## src/urcdr_pkg.sv

```systemverilog
// Shared constants and types of the receive clock and data recovery block.
// Assumes one system clock domain; the sample tick is derived inside the block.
package urcdr_pkg;

    // Samples per bit in each speed mode
    localparam logic [4:0] SPB_NORMAL = 5'h10;
    localparam logic [4:0] SPB_DOUBLE = 5'h08;

    // First of the three centre voting samples in each speed mode
    localparam logic [4:0] VOTE_FIRST_NORMAL = 5'h08;
    localparam logic [4:0] VOTE_FIRST_DOUBLE = 5'h04;

    // Offsets of the second and third voting samples from the first
    localparam logic [4:0] VOTE_OFS_MID = 5'h01;
    localparam logic [4:0] VOTE_OFS_LAST = 5'h02;

    // Data plus parity bits per frame
    localparam int DATA_W = 10;
    localparam int BITS_W = 4;
    localparam logic [3:0] BITS_MIN = 4'h5;
    localparam logic [3:0] BITS_MAX = 4'hA;

    // Reset values
    localparam logic LINE_IDLE = 1'b1;
    localparam logic [4:0] CNT_RESET = 5'h00;
    localparam logic [3:0] BIT_IDX_RESET = 4'h0;
    localparam logic [9:0] DATA_RESET = 10'h000;

    // Default width of the baud divisor
    localparam int DIV_W_DEFAULT = 12;

    typedef enum logic [1:0] {
        ST_IDLE,
        ST_START,
        ST_DATA,
        ST_STOP
    } urcdr_state_t;

endpackage

```

## src/urcdr_sync.sv

```systemverilog
// Two-stage synchroniser for the asynchronous serial line.
// Assumes the input may change at any time relative to clk.
`timescale 1ns/100ps
`default_nettype none
module urcdr_sync (
    // Clock and reset
    input wire logic clk,
    input wire logic rst,
    // Line
    input wire logic async_in,
    output logic sync_out
);

    typedef struct packed {
        logic meta;
        logic stable;
    } urcdr_sync_t;

    urcdr_sync_t r;
    urcdr_sync_t next_r;

    // First stage is read only by the second stage
    always_comb begin
        next_r = r;
        next_r.meta = async_in;
        next_r.stable = r.meta;
    end

    // Reset to idle level so no false start edge appears after reset
    always_ff @(posedge clk) begin
        if (rst) begin
            r.meta <= urcdr_pkg::LINE_IDLE;
            r.stable <= urcdr_pkg::LINE_IDLE;
        end else begin
            r <= next_r;
        end
    end

    assign sync_out = r.stable;

endmodule
`default_nettype wire

```

## src/urcdr_top.sv

```systemverilog
// Receive clock and data recovery for an asynchronous serial port.
// Assumes a remote transmitter on rx_line and configuration from same-clock logic.
`timescale 1ns/100ps
`default_nettype none
module urcdr_top #(
    parameter int DIV_W = urcdr_pkg::DIV_W_DEFAULT
) (
    // Clock and reset
    input wire logic clk,
    input wire logic rst,
    // Serial line from the remote transmitter
    input wire logic rx_line,
    // Configuration
    input wire logic [DIV_W-1:0] baud_divisor,
    input wire logic double_speed_sel,
    input wire logic [3:0] frame_bits,
    // Received frame
    output logic frame_valid,
    output logic [9:0] frame_data,
    output logic framing_error_flag,
    output logic break_seen,
    // Status
    output logic start_seen,
    output logic noise_reject,
    output logic busy
);

    typedef struct packed {
        urcdr_pkg::urcdr_state_t state;
        logic [DIV_W-1:0] div_cnt;
        logic tick;
        logic sample;
        logic [4:0] cnt;
        logic vote_a;
        logic vote_b;
        logic [3:0] bit_idx;
        logic [3:0] nbits;
        logic ds;
        logic [9:0] shift;
        logic out_valid;
        logic [9:0] out_data;
        logic out_ferr;
        logic out_break;
        logic out_start;
        logic out_noise;
        logic out_busy;
    } urcdr_state_rec_t;

    urcdr_state_rec_t r;
    urcdr_state_rec_t next_r;
    logic line_s;

    // Line is asynchronous; nothing below looks at it before two flops
    urcdr_sync u_sync (
        .clk(clk),
        .rst(rst),
        .async_in(rx_line),
        .sync_out(line_s)
    );

    function automatic logic maj3(input logic a, input logic b, input logic c);
        maj3 = (a & b) | (a & c) | (b & c);
    endfunction

    function automatic logic [4:0] spb_of(input logic ds);
        spb_of = ds ? urcdr_pkg::SPB_DOUBLE : urcdr_pkg::SPB_NORMAL;
    endfunction

    function automatic logic [4:0] vote_first_of(input logic ds);
        vote_first_of = ds ? urcdr_pkg::VOTE_FIRST_DOUBLE : urcdr_pkg::VOTE_FIRST_NORMAL;
    endfunction

    // Out-of-range lengths are clamped rather than hanging the machine
    function automatic logic [3:0] clamp_bits(input logic [3:0] b);
        if (b < urcdr_pkg::BITS_MIN) begin
            clamp_bits = urcdr_pkg::BITS_MIN;
        end else if (b > urcdr_pkg::BITS_MAX) begin
            clamp_bits = urcdr_pkg::BITS_MAX;
        end else begin
            clamp_bits = b;
        end
    endfunction

    always_comb begin
        logic [4:0] k;
        logic [4:0] vf;
        logic [4:0] spb;
        logic voted;
        logic is_a;
        logic is_b;
        logic is_c;
        k = r.cnt + 5'h01;
        vf = vote_first_of(r.ds);
        spb = spb_of(r.ds);
        is_a = (k == vf);
        is_b = (k == vf + urcdr_pkg::VOTE_OFS_MID);
        is_c = (k == vf + urcdr_pkg::VOTE_OFS_LAST);
        voted = maj3(r.vote_a, r.vote_b, line_s);

        next_r = r;
        next_r.out_valid = 1'b0;
        next_r.out_start = 1'b0;
        next_r.out_noise = 1'b0;

        // Sample tick from the divisor: period is divisor plus one clocks
        if (r.div_cnt == '0) begin
            next_r.div_cnt = baud_divisor;
            next_r.tick = 1'b1;
        end else begin
            next_r.div_cnt = r.div_cnt - {{(DIV_W-1){1'b0}}, 1'b1};
            next_r.tick = 1'b0;
        end

        if (r.tick) begin
            next_r.sample = line_s;
            if (is_a) begin
                next_r.vote_a = line_s;
            end
            if (is_b) begin
                next_r.vote_b = line_s;
            end
            case (r.state)
                urcdr_pkg::ST_IDLE: begin
                    // High then low sample: that low sample is sample one
                    if (r.sample && !line_s) begin
                        next_r.state = urcdr_pkg::ST_START;
                        next_r.cnt = 5'h01;
                        next_r.ds = double_speed_sel;
                        next_r.nbits = clamp_bits(frame_bits);
                        next_r.shift = urcdr_pkg::DATA_RESET;
                        next_r.bit_idx = urcdr_pkg::BIT_IDX_RESET;
                        next_r.out_start = 1'b1;
                    end
                end
                urcdr_pkg::ST_START: begin
                    next_r.cnt = k;
                    if (is_c && voted) begin
                        next_r.state = urcdr_pkg::ST_IDLE;
                        next_r.cnt = urcdr_pkg::CNT_RESET;
                        next_r.out_noise = 1'b1;
                    end else if (k == spb) begin
                        // Counter restarts after this start bit; only the start edge realigns it, so drift accumulates until the frame ends
                        next_r.state = urcdr_pkg::ST_DATA;
                        next_r.cnt = urcdr_pkg::CNT_RESET;
                    end
                end
                urcdr_pkg::ST_DATA: begin
                    next_r.cnt = k;
                    if (is_c) begin
                        next_r.shift[r.bit_idx] = voted;
                    end
                    if (k == spb) begin
                        next_r.cnt = urcdr_pkg::CNT_RESET;
                        if (r.bit_idx == r.nbits - 4'h1) begin
                            next_r.state = urcdr_pkg::ST_STOP;
                        end else begin
                            next_r.bit_idx = r.bit_idx + 4'h1;
                        end
                    end
                end
                urcdr_pkg::ST_STOP: begin
                    next_r.cnt = k;
                    if (is_c) begin
                        // Only the first stop bit is looked at; back to idle at once
                        next_r.state = urcdr_pkg::ST_IDLE;
                        next_r.cnt = urcdr_pkg::CNT_RESET;
                        next_r.out_valid = 1'b1;
                        next_r.out_data = r.shift;
                        next_r.out_ferr = !voted;
                        next_r.out_break = !voted && (r.shift == urcdr_pkg::DATA_RESET);
                    end
                end
                default: begin
                    next_r.state = urcdr_pkg::ST_IDLE;
                    next_r.cnt = urcdr_pkg::CNT_RESET;
                end
            endcase
        end
        next_r.out_busy = (next_r.state != urcdr_pkg::ST_IDLE);
    end

    always_ff @(posedge clk) begin
        if (rst) begin
            r.state <= urcdr_pkg::ST_IDLE;
            r.div_cnt <= '0;
            r.tick <= 1'b0;
            r.sample <= urcdr_pkg::LINE_IDLE;
            r.cnt <= urcdr_pkg::CNT_RESET;
            r.vote_a <= 1'b0;
            r.vote_b <= 1'b0;
            r.bit_idx <= urcdr_pkg::BIT_IDX_RESET;
            r.nbits <= urcdr_pkg::BITS_MIN;
            r.ds <= 1'b0;
            r.shift <= urcdr_pkg::DATA_RESET;
            r.out_valid <= 1'b0;
            r.out_data <= urcdr_pkg::DATA_RESET;
            r.out_ferr <= 1'b0;
            r.out_break <= 1'b0;
            r.out_start <= 1'b0;
            r.out_noise <= 1'b0;
            r.out_busy <= 1'b0;
        end else begin
            r <= next_r;
        end
    end

    assign frame_valid = r.out_valid;
    assign frame_data = r.out_data;
    assign framing_error_flag = r.out_ferr;
    assign break_seen = r.out_break;
    assign start_seen = r.out_start;
    assign noise_reject = r.out_noise;
    assign busy = r.out_busy;

endmodule
`default_nettype wire

```

## config.mk

```make
export PLATFORM = sky130hd
export DESIGN_NAME = urcdr_top
export DESIGN_NICKNAME = d
export VERILOG_FILES = /design/src/urcdr_pkg.sv /design/src/urcdr_sync.sv /design/src/urcdr_top.sv
export SDC_FILE = /design/constraint.sdc
export NUM_CORES = 1
export LEC_CHECK = 0
export BUFFER_PORTS_ARGS = -buffer_cell sky130_fd_sc_hd__clkbuf_2
export CELL_PAD_IN_SITES_DETAIL_PLACEMENT = 1
export CELL_PAD_IN_SITES_GLOBAL_PLACEMENT = 1
export CORE_UTILIZATION = 47
export CTS_BUF_LIST = sky130_fd_sc_hd__clkbuf_4 sky130_fd_sc_hd__clkbuf_8 sky130_fd_sc_hd__clkbuf_16
export DETAILED_ROUTE_END_ITERATION = 6
export PLACE_DENSITY_LB_ADDON = 0.2
export SYNTH_ARGS = -nofsm -noshare
export SYNTH_HDL_FRONTEND = slang
export SYNTH_HIERARCHICAL = 1
export SYNTH_SLANG_ARGS = --single-unit
```

## constraint.sdc

```tcl
create_clock -name clk -period 3.4 [get_ports clk]
set_clock_uncertainty 0.05 [all_clocks]
set_input_delay 0.68 -clock clk [delete_from_list [all_inputs] [get_ports clk]]
set_output_delay 0.68 -clock clk [all_outputs]
set_load 0.02 [all_outputs]
```

Word-level counts from Yosys, hierarchy flattened:

Index checks and enable logic that the tools add are counted.
Widths: inputs -> output; s select.

* add/subtract/negate cells: 6
* $lt $le $gt $ge: 4
* equality and inequality tests: 12
* muxes and demuxes: 30
* bitwise logic cells: 9
* reductions and logical operators: 21

Operator list (count)
* $mux 13: 2
* $mux 5: 5
* $mux 4: 5
* $pmux 10 s2: 1
* $pmux 5 s4: 1
* $mux 19: 1
* $eq 5x5->1: 3
* $mux 2: 7
* $logic_not 12->1: 1
* $sub 12x1->12 const B: 1
* $bwmux 10: 1
* $logic_not 10->1: 1
* $mux 10: 1
* $reduce_or 3->1: 3
* $ne 2x2->1 const B: 4
* $pmux 2 s4: 1
* $pmux 4 s2: 1
* $reduce_and 2->1: 3
* $reduce_and 3->1: 2
* $add 4x1->5 const B: 1
* $add 4x2->5 const B: 1
* $add 5x1->5 const B: 1
* $eq 5x4->1: 1
* $lt 4x5->1 const B: 1
* 19 further kinds: 33

* register bits after elaboration: 60
* input port bits: 20
* word-level logic and storage cells: 102

Longest topological paths before layout:

* depth in word-level cells: 8
* gate-level depth with buffers: 9
* gate-level depth less buffers: 8

Hierarchy:

The synthesis kept the hierarchy.

Modules (own cells, without submodules)
* urcdr_top: times used 1, cells each 354, area each 3059.2 sq um, seq. area each 1161.1 sq um
* urcdr_sync: times used 1, cells each 4, area each 52.6 sq um, seq. area each 40.0 sq um

Worst setup path after synthesis:

Ideal clock, no wire load.

* kind: register to register
* from: register r[37] (netlist name)
* to: register r[16] (netlist name)
* library setup time: 117 ps
* arrival: 2024 ps
* data required time: 3233 ps
* path slack: 1209 ps
* stages on the path, launching flop included: 9
* path buffers: 1
* cells stage by stage: dfxtp_1 > ha_1 > a21oi_1 > a211oi_1 > o2111ai_2 > buf_4 > a21oi_2 > nand2_1 > a32o_1

* cells in the longest elaborated chain, start to end: 4

RTL lines
* start: declaration: line urcdr_top.sv:49 `urcdr_state_rec_t r;`
* start signal: assignment: line urcdr_top.sv:203 `r <= next_r;`
* $add 5x1->5: line urcdr_top.sv:92 `k = r.cnt + 5'h01;`
* $eq 5x5->1: line urcdr_top.sv:97 `is_c = (k == vf + urcdr_pkg::VOTE_OFS_LAST);`
* $ne 2x2->1 (no source line)
* $reduce_and 4->1 (no source line)

Every way passes these cells.
A chain may end at the register's enable or synchronous reset.

Worst setup path after layout:

* from: register r[37] (netlist name)
* to: register r[24] (netlist name)

The elaborated chain is that of the path after synthesis.

==> out/results.ini <==
[place]
hpwl_mm=5.23
placed_cell_area_um2=3250
io_buffers=35
gp_congestion=0.901
place_inst=447

[drt]
wl_mm=7.77
wire_per_inst_um=16.8
vias_per_cell=5.75
drtIter0Drc=159
drc=0
ant_nets=0
vias=2663
drtPass1Iterations=4

[die]
die-area_um2=6950
die_h_um=83.4
io_pins=36
std_cell_rows=29
initial_core_util=0.487
core_um2=6390
die_x_um=83.4

[logic_synthesis]
synth_warnings=6
syn-num-nets=388
synth_edf_count=0
yosys.cell_types.count=59
synth_area_um2=3110
synth_async_sr_flop_share=0
synth_top_area_frac=0.386
synthFlopType=dfxtp_1
yosys_register_bits=60
synth.area.top_cells=dfxtp_1 39%, nand2_1 5.7%, nor2_1 4.9%, mux2i_1 4.2%, ha_1 4.0%
avgSynthCellArea_um2=8.69
synth_top_area_cell=dfxtp_1
syn_inst=358
ys_seq_area_frac=0.386

[cells_and_area]
mostFrequentLayoutCell=dfxtp_1
syn_to_final_growth_pct=13.1
instances_no_fill=463
drive_gt1_frac=0.181
n_antenna_cell=0
nNetsFinal=411
fin_area_um2=3520
final_cell_mix=60 x dfxtp_1, 47 x nand2_1, 41 x nor2_1, 35 x clkbuf_2

[clock_tree]
hold_buffers=0
clock-sinks=60
clkLatencyLatePin_ps=330
cts-buffers-inserted=9
clkSlewWorstSetupHoldPaths_ps=70
cts_setup_buffers=0
cts-resized-gates=0
cts_buffer_depth=2
cts_root_buf=clkbuf_8
htreeDepth=3
cts_tree=yes

[sta]
worstMarginPinSlew_ps=983
slew_viol_final=0
relSlewSlack=0.340
fin_crit_sh=0.819
hold_viol=0
setup_viol=0
hold_ws_ps=356
rsz0062_at_grt=no
tns_ps=0
fmax_ghz=0.359
fin_crit_ps=2790

[flow_run]
maxCapViolCount=0

[grt]
grt_first_pass_wirelength_mm=13.3
grt_overflow_total=0
grt_pass1_vias=2675
grt_use_total=0.240
antenna_found_initial=0
grt_max_degree=46

[power]
leakage_nw=1.27
power_mw=2.10
vdd_drop_max_v=0.000444
power_density_nw_per_um2=597

[worst_setup_path]
crit_fanout=13
path_class=flop to flop
critical_path_arrival_ps=2960
crit_path_start_kind=flop
cp.required_ps=3580
critPathCaptureType=flop

[run_status]
status=complete, no violations

[worst_hold_path]
hp-class=flop to flop

[logic make-up (layout without fill, tap and decap cells)]
logic type      Yosys count  after routing  synth area share
compound gates           77             77             0.189
xor+xnor                 17             17            0.0478
fa+ha+maj                13             13            0.0499
buf+inv                  41             69            0.0676
flops                    60             60             0.386
mux                      14             14            0.0454
simple gates            136            136             0.214
[cell usage after synthesis, types with 2 or more instances]
| cell | instances |
|---|---|
| o211ai_1 | 4 |
| nor2b_1 | 4 |
| o31ai_1 | 2 |
| ha_1 | 10 |
| nor3_1 | 8 |
| or3_1 | 2 |
| inv_1 | 15 |
| o221ai_1 | 2 |
| or2_1 | 2 |
| a221o_1 | 2 |
| nand2_1 | 47 |
| o21ai_0 | 11 |
| a21boi_0 | 2 |
| clkbuf_1 | 13 |
| nand2b_1 | 2 |
| a21oi_1 | 11 |
| maj3_1 | 3 |
| dfxtp_1 | 60 |
| nor4b_2 | 2 |
| nor2_1 | 41 |
| buf_4 | 11 |
| a21boi_1 | 2 |
| a32o_1 | 8 |
| xnor2_1 | 12 |
| xor2_1 | 5 |
| a211oi_1 | 15 |
| mux2i_1 | 13 |
| buf_6 | 2 |
| nor4_1 | 7 |
| or4_1 | 2 |
| a31o_2 | 3 |
| nand3_1 | 8 |
[sequential cells by signal (all words and copies together), names as in the netlist]
register            cells
frame_valid             1
r                      42
u_sync/sync_out         1
start_seen              1
break_seen              1
u_sync/next_r           1
framing_error_flag      1
noise_reject            1
frame_data             10
busy                    1
[metrics by stage]
stage          setup WS (ps)   util
2_1_floorplan           1210      -
3_3_place_gp             787  0.509
3_5_place_dp             657  0.509
4_1_cts                  628  0.551
5_1_grt                  363  0.551
6_report                 614  0.551
[final timing paths]
path	start	endpoint	slack, ps	cells after the start
hold / removal	u_sync/next_r[0]$_SDFF_PP1_	u_sync/sync_out$_SDFF_PP1_	360	1
setup reg to reg	r[37]$_SDFFE_PP0P_	r[24]$_SDFFE_PP0P_	610	7
hold reg to reg	u_sync/next_r[0]$_SDFF_PP1_	u_sync/sync_out$_SDFF_PP1_	360	1
setup / recovery	r[37]$_SDFFE_PP0P_	r[24]$_SDFFE_PP0P_	610	7
[worst max-delay path, cell delays in order, from the launching register on]
cell and delay (ps):
dfxtp_1 460, ha_1 300, a21oi_1 90, a211oi_1 360, o2111ai_2 470, a21oi_2 520
nand2_1 150, a31o_2 280
[area by class of cell]
class | instances | area (µm²)
sequential | 60 | 1200
inverter | 15 | 56.3
clock inverter | 3 | 90.1
tap | 77 | 96.3
timing repair buffer | 38 | 198
multi-input combinational | 257 | 1700
clock buffer | 13 | 179
fill | 761 | 2870
[metal layers]
metal | vias up | share of wire | GRT usage
li1 | 1312 | - | -
met1 | 1289 | 0.48 | 0.313
met2 | 52 | 0.48 | 0.387
met3 | 10 | 0.029 | 0.0606
met4 | 0 | 0.014 | 0.0752
met5 | - | 0 | 0
[power breakdown]
part,switching [mW],internal [mW],total [mW]
Combinational,0.222,0.183,0.405
Sequential,0.0696,0.773,0.843
Clock,0.287,0.568,0.855
Total,0.579,1.52,2.10
No activity file was read; power rests on OpenSTA's default activity.
